--- config.mk ---
export PLATFORM = sky130hd
export DESIGN_NAME = pll_lock_detect_pump_config
export DESIGN_NICKNAME = d
export VERILOG_FILES = /design/src/core/lock_counter.v /design/src/core/pll_lock_detect_pump_config.v /design/src/core/pump_current.v
export VERILOG_INCLUDE_DIRS = /design/src /design/src/include
export SDC_FILE = /design/constraint.sdc
export NUM_CORES = 1
export LEC_CHECK = 0
export ABC_AREA = 0
export BUFFER_PORTS_ARGS = -buffer_cell sky130_fd_sc_hd__buf_2
export CORE_ASPECT_RATIO = 0.6
export CORE_MARGIN = 3
export CORE_UTILIZATION = 50
export DETAILED_ROUTE_END_ITERATION = 12
export GPL_TIMING_DRIVEN = 0
export HOLD_SLACK_MARGIN = 0.06
export PLACE_DENSITY = 0.68
export SKIP_LAST_GASP = 1
export SLEW_MARGIN = 0
export SYNTH_ARGS = -nofsm -noshare
export SYNTH_HDL_FRONTEND = slang
export SYNTH_SLANG_ARGS = --single-unit
--- constraint.sdc ---
create_clock -name ref_clk -period 5.55 [get_ports ref_clk]
set_input_delay 0.8325 -clock ref_clk [delete_from_list [all_inputs] [get_ports ref_clk]]
set_output_delay 0.8325 -clock ref_clk [all_outputs]
set_load 0.005 [all_outputs]
--- src/include/pll_cfg_map.vh ---
/*
 Register map and timing constants of the lock detect, analog enable and
 charge pump configuration bank. Assumes a host that writes whole 24-bit
 registers over the serial register port.
*/
`ifndef PLL_CFG_MAP_VH
`define PLL_CFG_MAP_VH

`define REG_W          24
`define ADDR_W         5
`define ADDR_LOCK      5'h07
`define ADDR_ANALOG    5'h08
`define ADDR_PUMP      5'h09
`define RST_LOCK       24'h200844
`define RST_ANALOG     24'h01bfff
`define RST_PUMP       24'h547264

`define LK_WIN_HI      2
`define LK_WIN_LO      0
`define LK_EN_BIT      11
`define LK_TRAIN_BIT   20
`define LK_SLIP_BIT    21
`define AN_GPO_BIT     5
`define AN_BIAS_BIT    10
`define AN_HIREF_BIT   21
`define AN_LEVEL_BIT   22
`define CP_DN_HI       6
`define CP_DN_LO       0
`define CP_UP_HI       13
`define CP_UP_LO       7
`define CP_OFS_HI      20
`define CP_OFS_LO      14
`define CP_OFSUP_BIT   21
`define CP_OFSDN_BIT   22
`define CP_HIK_BIT     23

`define CNT_W          17
`define STEP_DN_UA     20
`define STEP_OFS_UA    5
`define SLIP_UA        6000
`define HIK_UA         3000
`define CUR_W          14
`define SLIP_PCT       70
`define CHIP_ADDR_SH   3'h0

`endif

--- src/core/lock_counter.v ---
/*
 Lock detector run counter. Counts consecutive in-window edges and declares
 lock at the coded run length. Assumes edge and window inputs are pulses
 already on ref_clk.
*/
`timescale 1ns/1ps
`include "pll_cfg_map.vh"
module lock_counter
(
   // Clock and reset
   input  wire                ref_clk,
   input  wire                rst,
   // Control
   input  wire                enable,
   input  wire                train,
   input  wire [2:0]          winCode,
   // Detector events
   input  wire                edgeSeen,
   input  wire                inWindow,
   // Result
   output reg                 locked_r
);
   reg  [`CNT_W-1:0] run_r;
   reg  [`CNT_W-1:0] run_nxt;
   wire [`CNT_W-1:0] target;

   function [`CNT_W-1:0] runLength;
      input [2:0] code;
      begin
         case (code)
            3'h0:    runLength = 17'h00005;
            3'h1:    runLength = 17'h00020;
            3'h2:    runLength = 17'h00060;
            3'h3:    runLength = 17'h00100;
            3'h4:    runLength = 17'h00200;
            3'h5:    runLength = 17'h00800;
            3'h6:    runLength = 17'h02000;
            default: runLength = 17'h0ffff;
         endcase
      end
   endfunction

   assign target = runLength(winCode);

   always @*
   begin
      run_nxt = run_r;
      if (!enable || train)
         run_nxt = {`CNT_W{1'b0}};
      else if (edgeSeen && !inWindow)
         run_nxt = {`CNT_W{1'b0}};
      else if (edgeSeen && run_r < target)
         run_nxt = run_r + 17'h00001;
   end

   always @(posedge ref_clk or posedge rst)
   begin
      if (rst)
      begin
         run_r    <= {`CNT_W{1'b0}};
         locked_r <= 1'b0;
      end
      else
      begin
         run_r    <= run_nxt;
         locked_r <= enable && !train && (run_nxt >= target);
      end
   end
endmodule

--- src/core/pll_lock_detect_pump_config.v ---
/*
 Configuration bank for lock detect, analog enables and charge pump, with
 the lock counter, slip guard and readback pin control it steers. Assumes
 the serial shifter delivers a one-cycle write strobe with address and data
 on ref_clk, and that phase error arrives as a percentage of the period.
*/
`timescale 1ns/1ps
`include "pll_cfg_map.vh"
module pll_lock_detect_pump_config
(
   // Clock and reset
   input  wire                ref_clk,
   input  wire                rst,
   // Register port from the serial shifter
   input  wire                wrStrobe,
   input  wire [`ADDR_W-1:0]  wrAddr,
   input  wire [`REG_W-1:0]   wrData,
   input  wire [`ADDR_W-1:0]  rdAddr,
   output reg  [`REG_W-1:0]   rdData_r,
   // Readback companion bit and chip address
   input  wire                readbackMode,
   input  wire [2:0]          chipAddr,
   input  wire                readbackData,
   // Phase detector events
   input  wire                divEdge,
   input  wire                inWindow,
   input  wire [6:0]          phaseErrPct,
   // Lock readback pin
   output reg                 lockReadbackPinOut_r,
   output reg                 lockReadbackPinOe_r,
   output reg                 pinHighLevel_r,
   // Analog controls
   output reg                 lockIndicator_r,
   output reg                 slipBoost_r,
   output reg                 biasEnable_r,
   output reg                 highFreqRef_r,
   output wire [`CUR_W-1:0]   upMicroAmp_r,
   output wire [`CUR_W-1:0]   dnMicroAmp_r
);
   reg  [`REG_W-1:0] lockCfg_r;
   reg  [`REG_W-1:0] analogCfg_r;
   reg  [`REG_W-1:0] pumpCfg_r;
   reg               trainPrev_r;
   reg               trainPulse_r;
   wire              locked;
   wire              trainBit;
   wire              slipNxt;

   assign trainBit = lockCfg_r[`LK_TRAIN_BIT];

   // Register writes and reads
   always @(posedge ref_clk or posedge rst)
   begin
      if (rst)
      begin
         lockCfg_r   <= `RST_LOCK;
         analogCfg_r <= `RST_ANALOG;
         pumpCfg_r   <= `RST_PUMP;
         rdData_r    <= {`REG_W{1'b0}};
      end
      else
      begin
         if (wrStrobe && wrAddr == `ADDR_LOCK)
            lockCfg_r <= wrData;
         if (wrStrobe && wrAddr == `ADDR_ANALOG)
            analogCfg_r <= wrData;
         if (wrStrobe && wrAddr == `ADDR_PUMP)
            pumpCfg_r <= wrData;
         case (rdAddr)
            `ADDR_LOCK:   rdData_r <= lockCfg_r;
            `ADDR_ANALOG: rdData_r <= analogCfg_r;
            `ADDR_PUMP:   rdData_r <= pumpCfg_r;
            default:      rdData_r <= {`REG_W{1'b0}};
         endcase
      end
   end

   // Training starts on a rising edge of the stored bit only
   always @(posedge ref_clk or posedge rst)
   begin
      if (rst)
      begin
         trainPrev_r  <= 1'b0;
         trainPulse_r <= 1'b0;
      end
      else
      begin
         trainPrev_r  <= trainBit;
         trainPulse_r <= trainBit && !trainPrev_r;
      end
   end

   lock_counter u_lock
   (
      .ref_clk  (ref_clk),
      .rst      (rst),
      .enable   (lockCfg_r[`LK_EN_BIT]),
      .train    (trainPulse_r),
      .winCode  (lockCfg_r[`LK_WIN_HI:`LK_WIN_LO]),
      .edgeSeen (divEdge),
      .inWindow (inWindow),
      .locked_r (locked)
   );

   assign slipNxt = lockCfg_r[`LK_SLIP_BIT] && divEdge
                 && (phaseErrPct > 7'd`SLIP_PCT);

   pump_current u_pump
   (
      .ref_clk      (ref_clk),
      .rst          (rst),
      .dnGain       (pumpCfg_r[`CP_DN_HI:`CP_DN_LO]),
      .upGain       (pumpCfg_r[`CP_UP_HI:`CP_UP_LO]),
      .ofsMag       (pumpCfg_r[`CP_OFS_HI:`CP_OFS_LO]),
      .ofsUpEn      (pumpCfg_r[`CP_OFSUP_BIT]),
      .ofsDnEn      (pumpCfg_r[`CP_OFSDN_BIT]),
      .highGain     (pumpCfg_r[`CP_HIK_BIT]),
      .slipBoost    (slipNxt),
      .upMicroAmp_r (upMicroAmp_r),
      .dnMicroAmp_r (dnMicroAmp_r)
   );

   // Pin and analog control outputs
   always @(posedge ref_clk or posedge rst)
   begin
      if (rst)
      begin
         lockReadbackPinOut_r <= 1'b0;
         lockReadbackPinOe_r  <= 1'b0;
         pinHighLevel_r       <= 1'b0;
         lockIndicator_r      <= 1'b0;
         slipBoost_r          <= 1'b0;
         biasEnable_r         <= 1'b0;
         highFreqRef_r        <= 1'b0;
      end
      else
      begin
         lockIndicator_r <= locked;
         slipBoost_r     <= slipNxt;
         biasEnable_r    <= analogCfg_r[`AN_BIAS_BIT];
         highFreqRef_r   <= analogCfg_r[`AN_HIREF_BIT];
         pinHighLevel_r  <= analogCfg_r[`AN_LEVEL_BIT];
         if (!analogCfg_r[`AN_GPO_BIT])
         begin
            lockReadbackPinOe_r  <= 1'b0;
            lockReadbackPinOut_r <= 1'b0;
         end
         else if (readbackMode)
         begin
            lockReadbackPinOe_r  <= 1'b1;
            lockReadbackPinOut_r <= readbackData;
         end
         else
         begin
            lockReadbackPinOe_r  <= (chipAddr == `CHIP_ADDR_SH);
            lockReadbackPinOut_r <= readbackData;
         end
      end
   end
endmodule

--- src/core/pump_current.v ---
/*
 Charge pump current computation in microamps from gain, offset and boost
 settings. Assumes the analog pump takes these codes as sink/source totals.
*/
`timescale 1ns/1ps
`include "pll_cfg_map.vh"
module pump_current
(
   // Clock and reset
   input  wire                ref_clk,
   input  wire                rst,
   // Settings
   input  wire [6:0]          dnGain,
   input  wire [6:0]          upGain,
   input  wire [6:0]          ofsMag,
   input  wire                ofsUpEn,
   input  wire                ofsDnEn,
   input  wire                highGain,
   input  wire                slipBoost,
   // Currents in microamps
   output reg  [`CUR_W-1:0]   upMicroAmp_r,
   output reg  [`CUR_W-1:0]   dnMicroAmp_r
);
   function [`CUR_W-1:0] scale;
      input [6:0] code;
      input [4:0] step;
      begin
         scale = code * step;
      end
   endfunction

   wire [`CUR_W-1:0] extra;
   wire [`CUR_W-1:0] ofs;
   wire [`CUR_W-1:0] upNxt;
   wire [`CUR_W-1:0] dnNxt;

   assign extra = (highGain  ? 14'd`HIK_UA  : 14'd0)
                + (slipBoost ? 14'd`SLIP_UA : 14'd0);
   assign ofs   = scale(ofsMag, 5'd`STEP_OFS_UA);
   assign upNxt = scale(upGain, 5'd`STEP_DN_UA) + extra
                + (ofsUpEn ? ofs : 14'd0);
   assign dnNxt = scale(dnGain, 5'd`STEP_DN_UA) + extra
                + (ofsDnEn ? ofs : 14'd0);

   always @(posedge ref_clk or posedge rst)
   begin
      if (rst)
      begin
         upMicroAmp_r <= {`CUR_W{1'b0}};
         dnMicroAmp_r <= {`CUR_W{1'b0}};
      end
      else
      begin
         upMicroAmp_r <= upNxt;
         dnMicroAmp_r <= dnNxt;
      end
   end
endmodule

After elaboration in Yosys (flattened, before gate mapping):

Cells that the tools add are included.
Widths: inputs -> output; s select.

* bits in registers: 151
* input bits: 51
* output and inout bits: 59
* logic and storage cells: 70

* add/sub/neg operators: 6
* $mul: 3
* magnitude comparators: 3
* eq/ne operators: 12
* multiplexer cells: 12
* reductions and logical operators: 17

Operator list (count)
* $pmux 16 s7: 1
* $pmux 24 s3: 1
* $mux 17: 3
* $add 14x14->14: 3
* $mul 7x3->10 const B: 3
* $add 12x14->14: 2
* $eq 5x4->1 const B: 4
* $mux 10: 2
* $add 17x1->17 const B: 1
* $ge 17x16->1: 1
* $lt 17x16->1: 1
* $mux 13: 1
* $mux 12: 1
* $eq 5x3->1 const B: 2
* $logic_and 1x1->1: 10
* $eq 3x3->1 const B: 3
* $gt 7x7->1 const B: 1
* $eq 3x2->1 const B: 2
* $logic_not 3->1: 2
* $logic_not 1->1: 4
* $eq 3x1->1 const B: 1
* $mux 1: 3
* $logic_or 1x1->1: 1

Logic depth before layout (Yosys ltp):

* word-level depth: 9
* gate-level depth with buffers: 19
* mapped depth without buffers: 17

Cells and area by module:

Synthesis repeated with hierarchy kept, for this count alone.

* cells, all modules: 768
* area total of the unflattened synthesis: 9042.4 um^2

By module, submodules not included
* pll_lock_detect_pump_config: instances 1, cells each 259, area an instance 4270.3 um^2, sequential area each 2665.1 um^2
* pump_current: instances 1, cells each 303, area an instance 2994.1 um^2, sequential area each 700.7 um^2
* lock_counter: instances 1, cells each 206, area an instance 1778.0 um^2, sequential area each 450.4 um^2

Worst setup path after synthesis:

Ideal clock, no wire load.

* path type: register to register
* from: reg lockCfg_r[2]
* to: reg u_lock.locked_r
* library setup time: 0.135 ns
* arrival: 4.283 ns
* path slack: 1.133 ns
* stages on the path, launching flop included: 19
* buffers on the path: 3
* clock period less this slack: 4.417 ns
* cells stage by stage: dfstp_2 buf_6 nand3_1 o21a_1 ha_1 nand3_1 or2_2 a2111oi_1 or3_1 buf_2 clkbuf_1 o21ai_0 ha_1 nor2b_1 o31ai_1 a21oi_1 o21a_1 o221ai_1 a31oi_1

* longest elaborated chain between the ends: 9
* elaborated cells on any way between the ends: 15
* classes of those cells: order compare: 2; eq/ne: 6; mux: 4; reduce/logical: 3

RTL lines
* start, declared: RTL line pll_lock_detect_pump_config.v:40 `` reg [`REG_W-1:0] lockCfg_r; ``
* start signal, assigned: RTL line pll_lock_detect_pump_config.v:56 `` lockCfg_r <= `RST_LOCK; ``
* start signal, assigned: RTL line pll_lock_detect_pump_config.v:64 `lockCfg_r <= wrData;`
* $eq 3x3->1 (tied with other cells): RTL line lock_counter.v:30 `case (code)`
* $pmux 16 s7 *: RTL line lock_counter.v:30
* $lt 17x16->1 *: RTL line lock_counter.v:52 `else if (edgeSeen && run_r < target)`
* $logic_and 1x1->1 *: RTL line lock_counter.v:52
* $mux 17 *: RTL line lock_counter.v:52
* $mux 17 *: RTL line lock_counter.v:50 `else if (edgeSeen && !inWindow)`
* $mux 17 *: RTL line lock_counter.v:48 `if (!enable || train)`
* named net u_lock.run_nxt[1]: RTL line lock_counter.v:24 `` reg [`CNT_W-1:0] run_nxt; ``
* $ge 17x16->1 *: RTL line lock_counter.v:66 `locked_r <= enable && !train && (run_nxt >= target);`
* $logic_and 1x1->1 *: RTL line lock_counter.v:66
* end signal, assigned: RTL line lock_counter.v:66
* end, declared: RTL line lock_counter.v:21 `output reg locked_r`

The timed path passes the listed nets; every way through them passes the cells marked *.
A chain may end at the register's enable or synchronous reset.

Worst setup path after layout:

Same ends and word-level chain as after synthesis.

==> metrics list <==
- Syn Inst Count: 767
- Clock edge transition at the registers on the reported setup and hold paths: 0.07 ns
* Simple-gate area share of the yosys netlist: 10.48%
- Overall Global Routing Usage: 22.81%
* Internal Dissipation: 2.650 mW
- Weighted congestion at the end of routability-driven global placement: 0.9277
* Row Count: 36
* Count of final hold-check violations: 0
- Crit path capture type: register
- After detailed routing, the number of vias per cell comes to 5.520.
* Area growth from synthesis to layout: 16.90%
- In this run, the clock network consumes 28.7% of the power.
* N_diodes: 0
- Core footprint: 16620 µm²
* Final Instance Count excl. Fillers: 1136
* Width of the die: 176.2 µm
* Area of the die: 19060 µm²
- The number of different library cells used by synthesis comes to 56.
- Number of global-route vias before repair: 5793
- Final Setup Violations: 0
* Count of input and output buffers: 108
- Skew-Pair Late Insertion Delay: 0.42 ns
- Traced cell by cell, the critical path runs through buf_6 > nand3_4 > ha_1 > a21o_1 > a221oi_1 > o21ai_0 > or4_4 > buf_6 > or3_1 > a21oi_1 > ha_1 > a21oi_1 > a21oi_1 > nor4_1 > o21ai_0 > o221ai_1 > a31oi_1.
- Share of synthesized area spent on multiplexers: 12.32%
- The final layout contains 1056 nets.
- For this run, asynchronously set or reset flops after synthesis account for 100.0%.
* Critical Path Most Common Cell: a21oi_1
* Final global-route overflow total: 0
- TritonCTS built the clock tree.
- Classification of the worst-slack hold path: reg -> reg
* Cell with the largest stage delay on the worst path: or4_4
- Warnings from Yosys: 0
* Post-Synthesis Mean Instance Area: 11.33 µm²
- Result of the run: finished clean
- The worst-case IR drop observed on VDD is 257.0 µV.
* Share of the yosys chip area belonging to registers: 43.90%
* Cell family with the largest share of critical-path delay: compound AO/OA/AOI/OAI gates
- First DRT Iteration DRCs: 554
- For this run, the slowest stage of the critical path takes 0.62 ns.
- Pin count of the biggest net entering global routing: 89
- Timing would allow up to 195.1 MHz.
- Fraction of power consumed by sequential logic: 35.9%
- In this run, synthesis produced a sequential element count of 151.
- Most used flip-flop cell after synthesis: dfrtp_1
- Max-capacitance violation count: 0
- Dividing the detail-routed wire length by the instance count gives 18.68 µm.
* Number of enable-type register cells in the synthesized netlist: 0
- 110 I/O pins were placed.
* Vert. Die Dim: 108.1 µm
* Setup skew after layout: 0.01169 ns
- The first detailed-routing pass ran for 5 iterations.
* Leakage power summed over all cells: 5.006 nW
* Transition time at the pin with the least slew margin: 0.9449 ns
* Total length of routed wires: 21.22 mm
- In this run the power density over the cells is 399.4 nW/µm².
* Number of clock sinks seen by CTS: 151
- Hold slack: 0.3670 ns
- The total count of max-transition violations in the final report came to 0.
* Sum Neg Setup Slack: 0 ns
- The library cells used most frequently in the layout, excluding fill and tap cells, are 121 x dfrtp_1, 111 x buf_2, 91 x ha_1.
- Post-synthesis instance area: 8693 µm²
* Total power after layout: 4.059 mW
* Worst setup path class: reg -> reg
* Root cell of the clock tree: clkbuf_16
* Slew Limit Headroom: 37.01%
- For this run, design rule violations remaining after detail routing come to 0.
- Cells with a size suffix above 1 make up 28.74% of the layout.
* Most common library cell in the layout ignoring fill and taps: dfrtp_1
- Endpoint arrival time on the critical path: 5.39 ns
- The synthesized netlist devotes 9.456% of its cell area to compound gates.
- Antenna Violating Nets Remaining: 0
- Setup repair after global routing left no endpoint under its margin.
- Adder-Cell Fraction of Synth Area: 17.47%
- XOR/XNOR share of the synthesized area: 2.922%
- In this run, CTS created clock tree buffers numbering 17.
* Total nets after synthesis: 928
- Subtracting the final worst setup slack from the clock period gives 5.125 ns.
- Total via count after detailed routing: 6271
* Antenna violations before repair: 0
- Max Buffers Root-to-Sink: 2
- Share of the cycle needed by the critical path after routing: 92.35%
* Worst path bufs/invs: 2
- Per report_power, the combinational group accounts for 35.4% of the total.
- The first global-routing pass estimated 33.03 mm of wire.
- By area, the combinational part of the netlist is dominated by adder cells.
- Initial standard-cell utilization of the core: 52.30%
* Startpoint types: register
* CP required: 5.82 ns
- In this run the number of H-tree levels came out at 4.
* HPWL Detailed: 16.12 mm
- CP Max Fanout: 19
- After detailed placement, the design holds a cell count of 1104.
- Buffers added to address setup during post-CTS repair amount to 0.
* Total net switching power: 1.409 mW
- Of the total power, the share spent switching nets is 34.71%.
## kinds of logic after synthesis
family | after synthesis
buffers and inverters | 75
XOR/XNOR | 29
AO/OA/AOI/OAI | 133
AND/OR/NAND/NOR | 171
multiplexers | 98
flip-flops | 151
adder cells (fa/ha/maj) | 110
## cells in the mapped netlist, types with 2 or more instances
library cell / number / area share (%)
and2_1: 15 / 1.1
nand4b_1: 2 / 0.20
mux2i_1: 26 / 3.0
buf_2: 3 / 0.17
nand2b_1: 9 / 0.65
or2_2: 2 / 0.14
and3_1: 4 / 0.29
a31o_2: 2 / 0.20
clkbuf_1: 17 / 0.73
dfrtp_1: 121 / 35
nor4_1: 3 / 0.22
buf_6: 2 / 0.26
o21ai_1: 3 / 0.17
o211ai_1: 3 / 0.26
a21oi_1: 36 / 2.1
nand2_1: 45 / 1.9
nand3_1: 18 / 1.0
buf_1: 2 / 0.086
nor2_1: 21 / 0.91
nand4_1: 7 / 0.50
a21o_1: 7 / 0.60
dfstp_2: 30 / 9.1
xnor2_1: 22 / 2.2
xor2_1: 7 / 0.71
fa_1: 19 / 4.4
o21ai_0: 40 / 2.3
or3_1: 8 / 0.58
nor3_1: 12 / 0.69
mux2_2: 72 / 9.3
ha_1: 91 / 13
a31oi_1: 2 / 0.14
o21a_1: 13 / 1.1
nor2b_1: 9 / 0.65
o31ai_1: 9 / 0.78
or4_1: 7 / 0.60
and4_1: 3 / 0.30
o21bai_1: 7 / 0.60
inv_1: 50 / 2.2
## metrics by stage
stage | area [µm²] | worst slack, ns | utilization [%]
6_report | 10160 | 0.4247 | 61.14
4_1_cts | 10150 | 0.1523 | 61.06
2_1_floorplan | 8693 | 0.7024 | -
5_1_grt | 10160 | 0.2210 | 61.14
3_3_place_gp | 9519 | -1.084 | 57.27
3_5_place_dp | 9552 | -0.1638 | 57.47
## sequential cells by signal (all words and copies together) (netlist names)
name                  count
analogCfg_r              24
lockCfg_r                24
pumpCfg_r                24
rdData_r                 24
u_lock.run_r             17
u_pump.dnMicroAmp_r      14
u_pump.upMicroAmp_r      14
biasEnable_r              1
highFreqRef_r             1
lockIndicator_r           1
lockReadbackPinOe_r       1
lockReadbackPinOut_r      1
pinHighLevel_r            1
slipBoost_r               1
trainPrev_r               1
trainPulse_r              1
u_lock.locked_r           1
## timing repair
item,4_1_cts,5_1_grt
endpoints found under the setup margin,1,1
pin swaps,0,0
gates resized for setup,1,4
hold buffers,0,0
## power by group through the flow
stage	registers (mW)	clock network [mW]	logic, mW
floorplan	1.45	0	1.02
global placement	1.47	0	1.39
detailed placement	1.47	0	1.41
CTS	1.46	1.19	1.43
global route	1.48	1.24	1.62
finish	1.46	1.17	1.44
## worst register-to-register path: cells and delay by family, from the launching register on
kind	cells	cell delay (ns)
flops	1	0.53
fa+ha+maj	2	0.70
simple gates	4	1.39
buf+inv	2	0.32
compound gates	9	2.04
## per-layer routing
layer  routed length, µm  GRT usage (%)
met2                7771          27.65
met4                 172          5.025
met1               11570          38.95
met3                1705          5.789
met5                   0              0
## area by class of cell
type | instances | area, µm²
clock inverter | 14 | 162.7
inverter | 51 | 196.4
timing repair buffer | 109 | 568.0
fill | 1370 | 6459
clock buffer | 18 | 429.2
buffer | 24 | 110.1
sequential | 151 | 3816
multi-input combinational | 541 | 4594
tap | 228 | 285.3
## worst paths after layout
check	start	end	slack, ns	cells past startpoint
worst min register to register	u_lock.locked_r	lockIndicator_r	0.37	0
worst min-delay path	u_lock.locked_r	lockIndicator_r	0.37	0
max in group asynchronous	rst	pumpCfg_r[18]	4.21	3
worst max register to register	lockCfg_r[2]	u_lock.locked_r	0.42	17
worst max-delay path	lockCfg_r[2]	u_lock.locked_r	0.42	17
min in group asynchronous	rst	u_lock.run_r[9]	0.48	2
(Power assumes the default switching activity.)
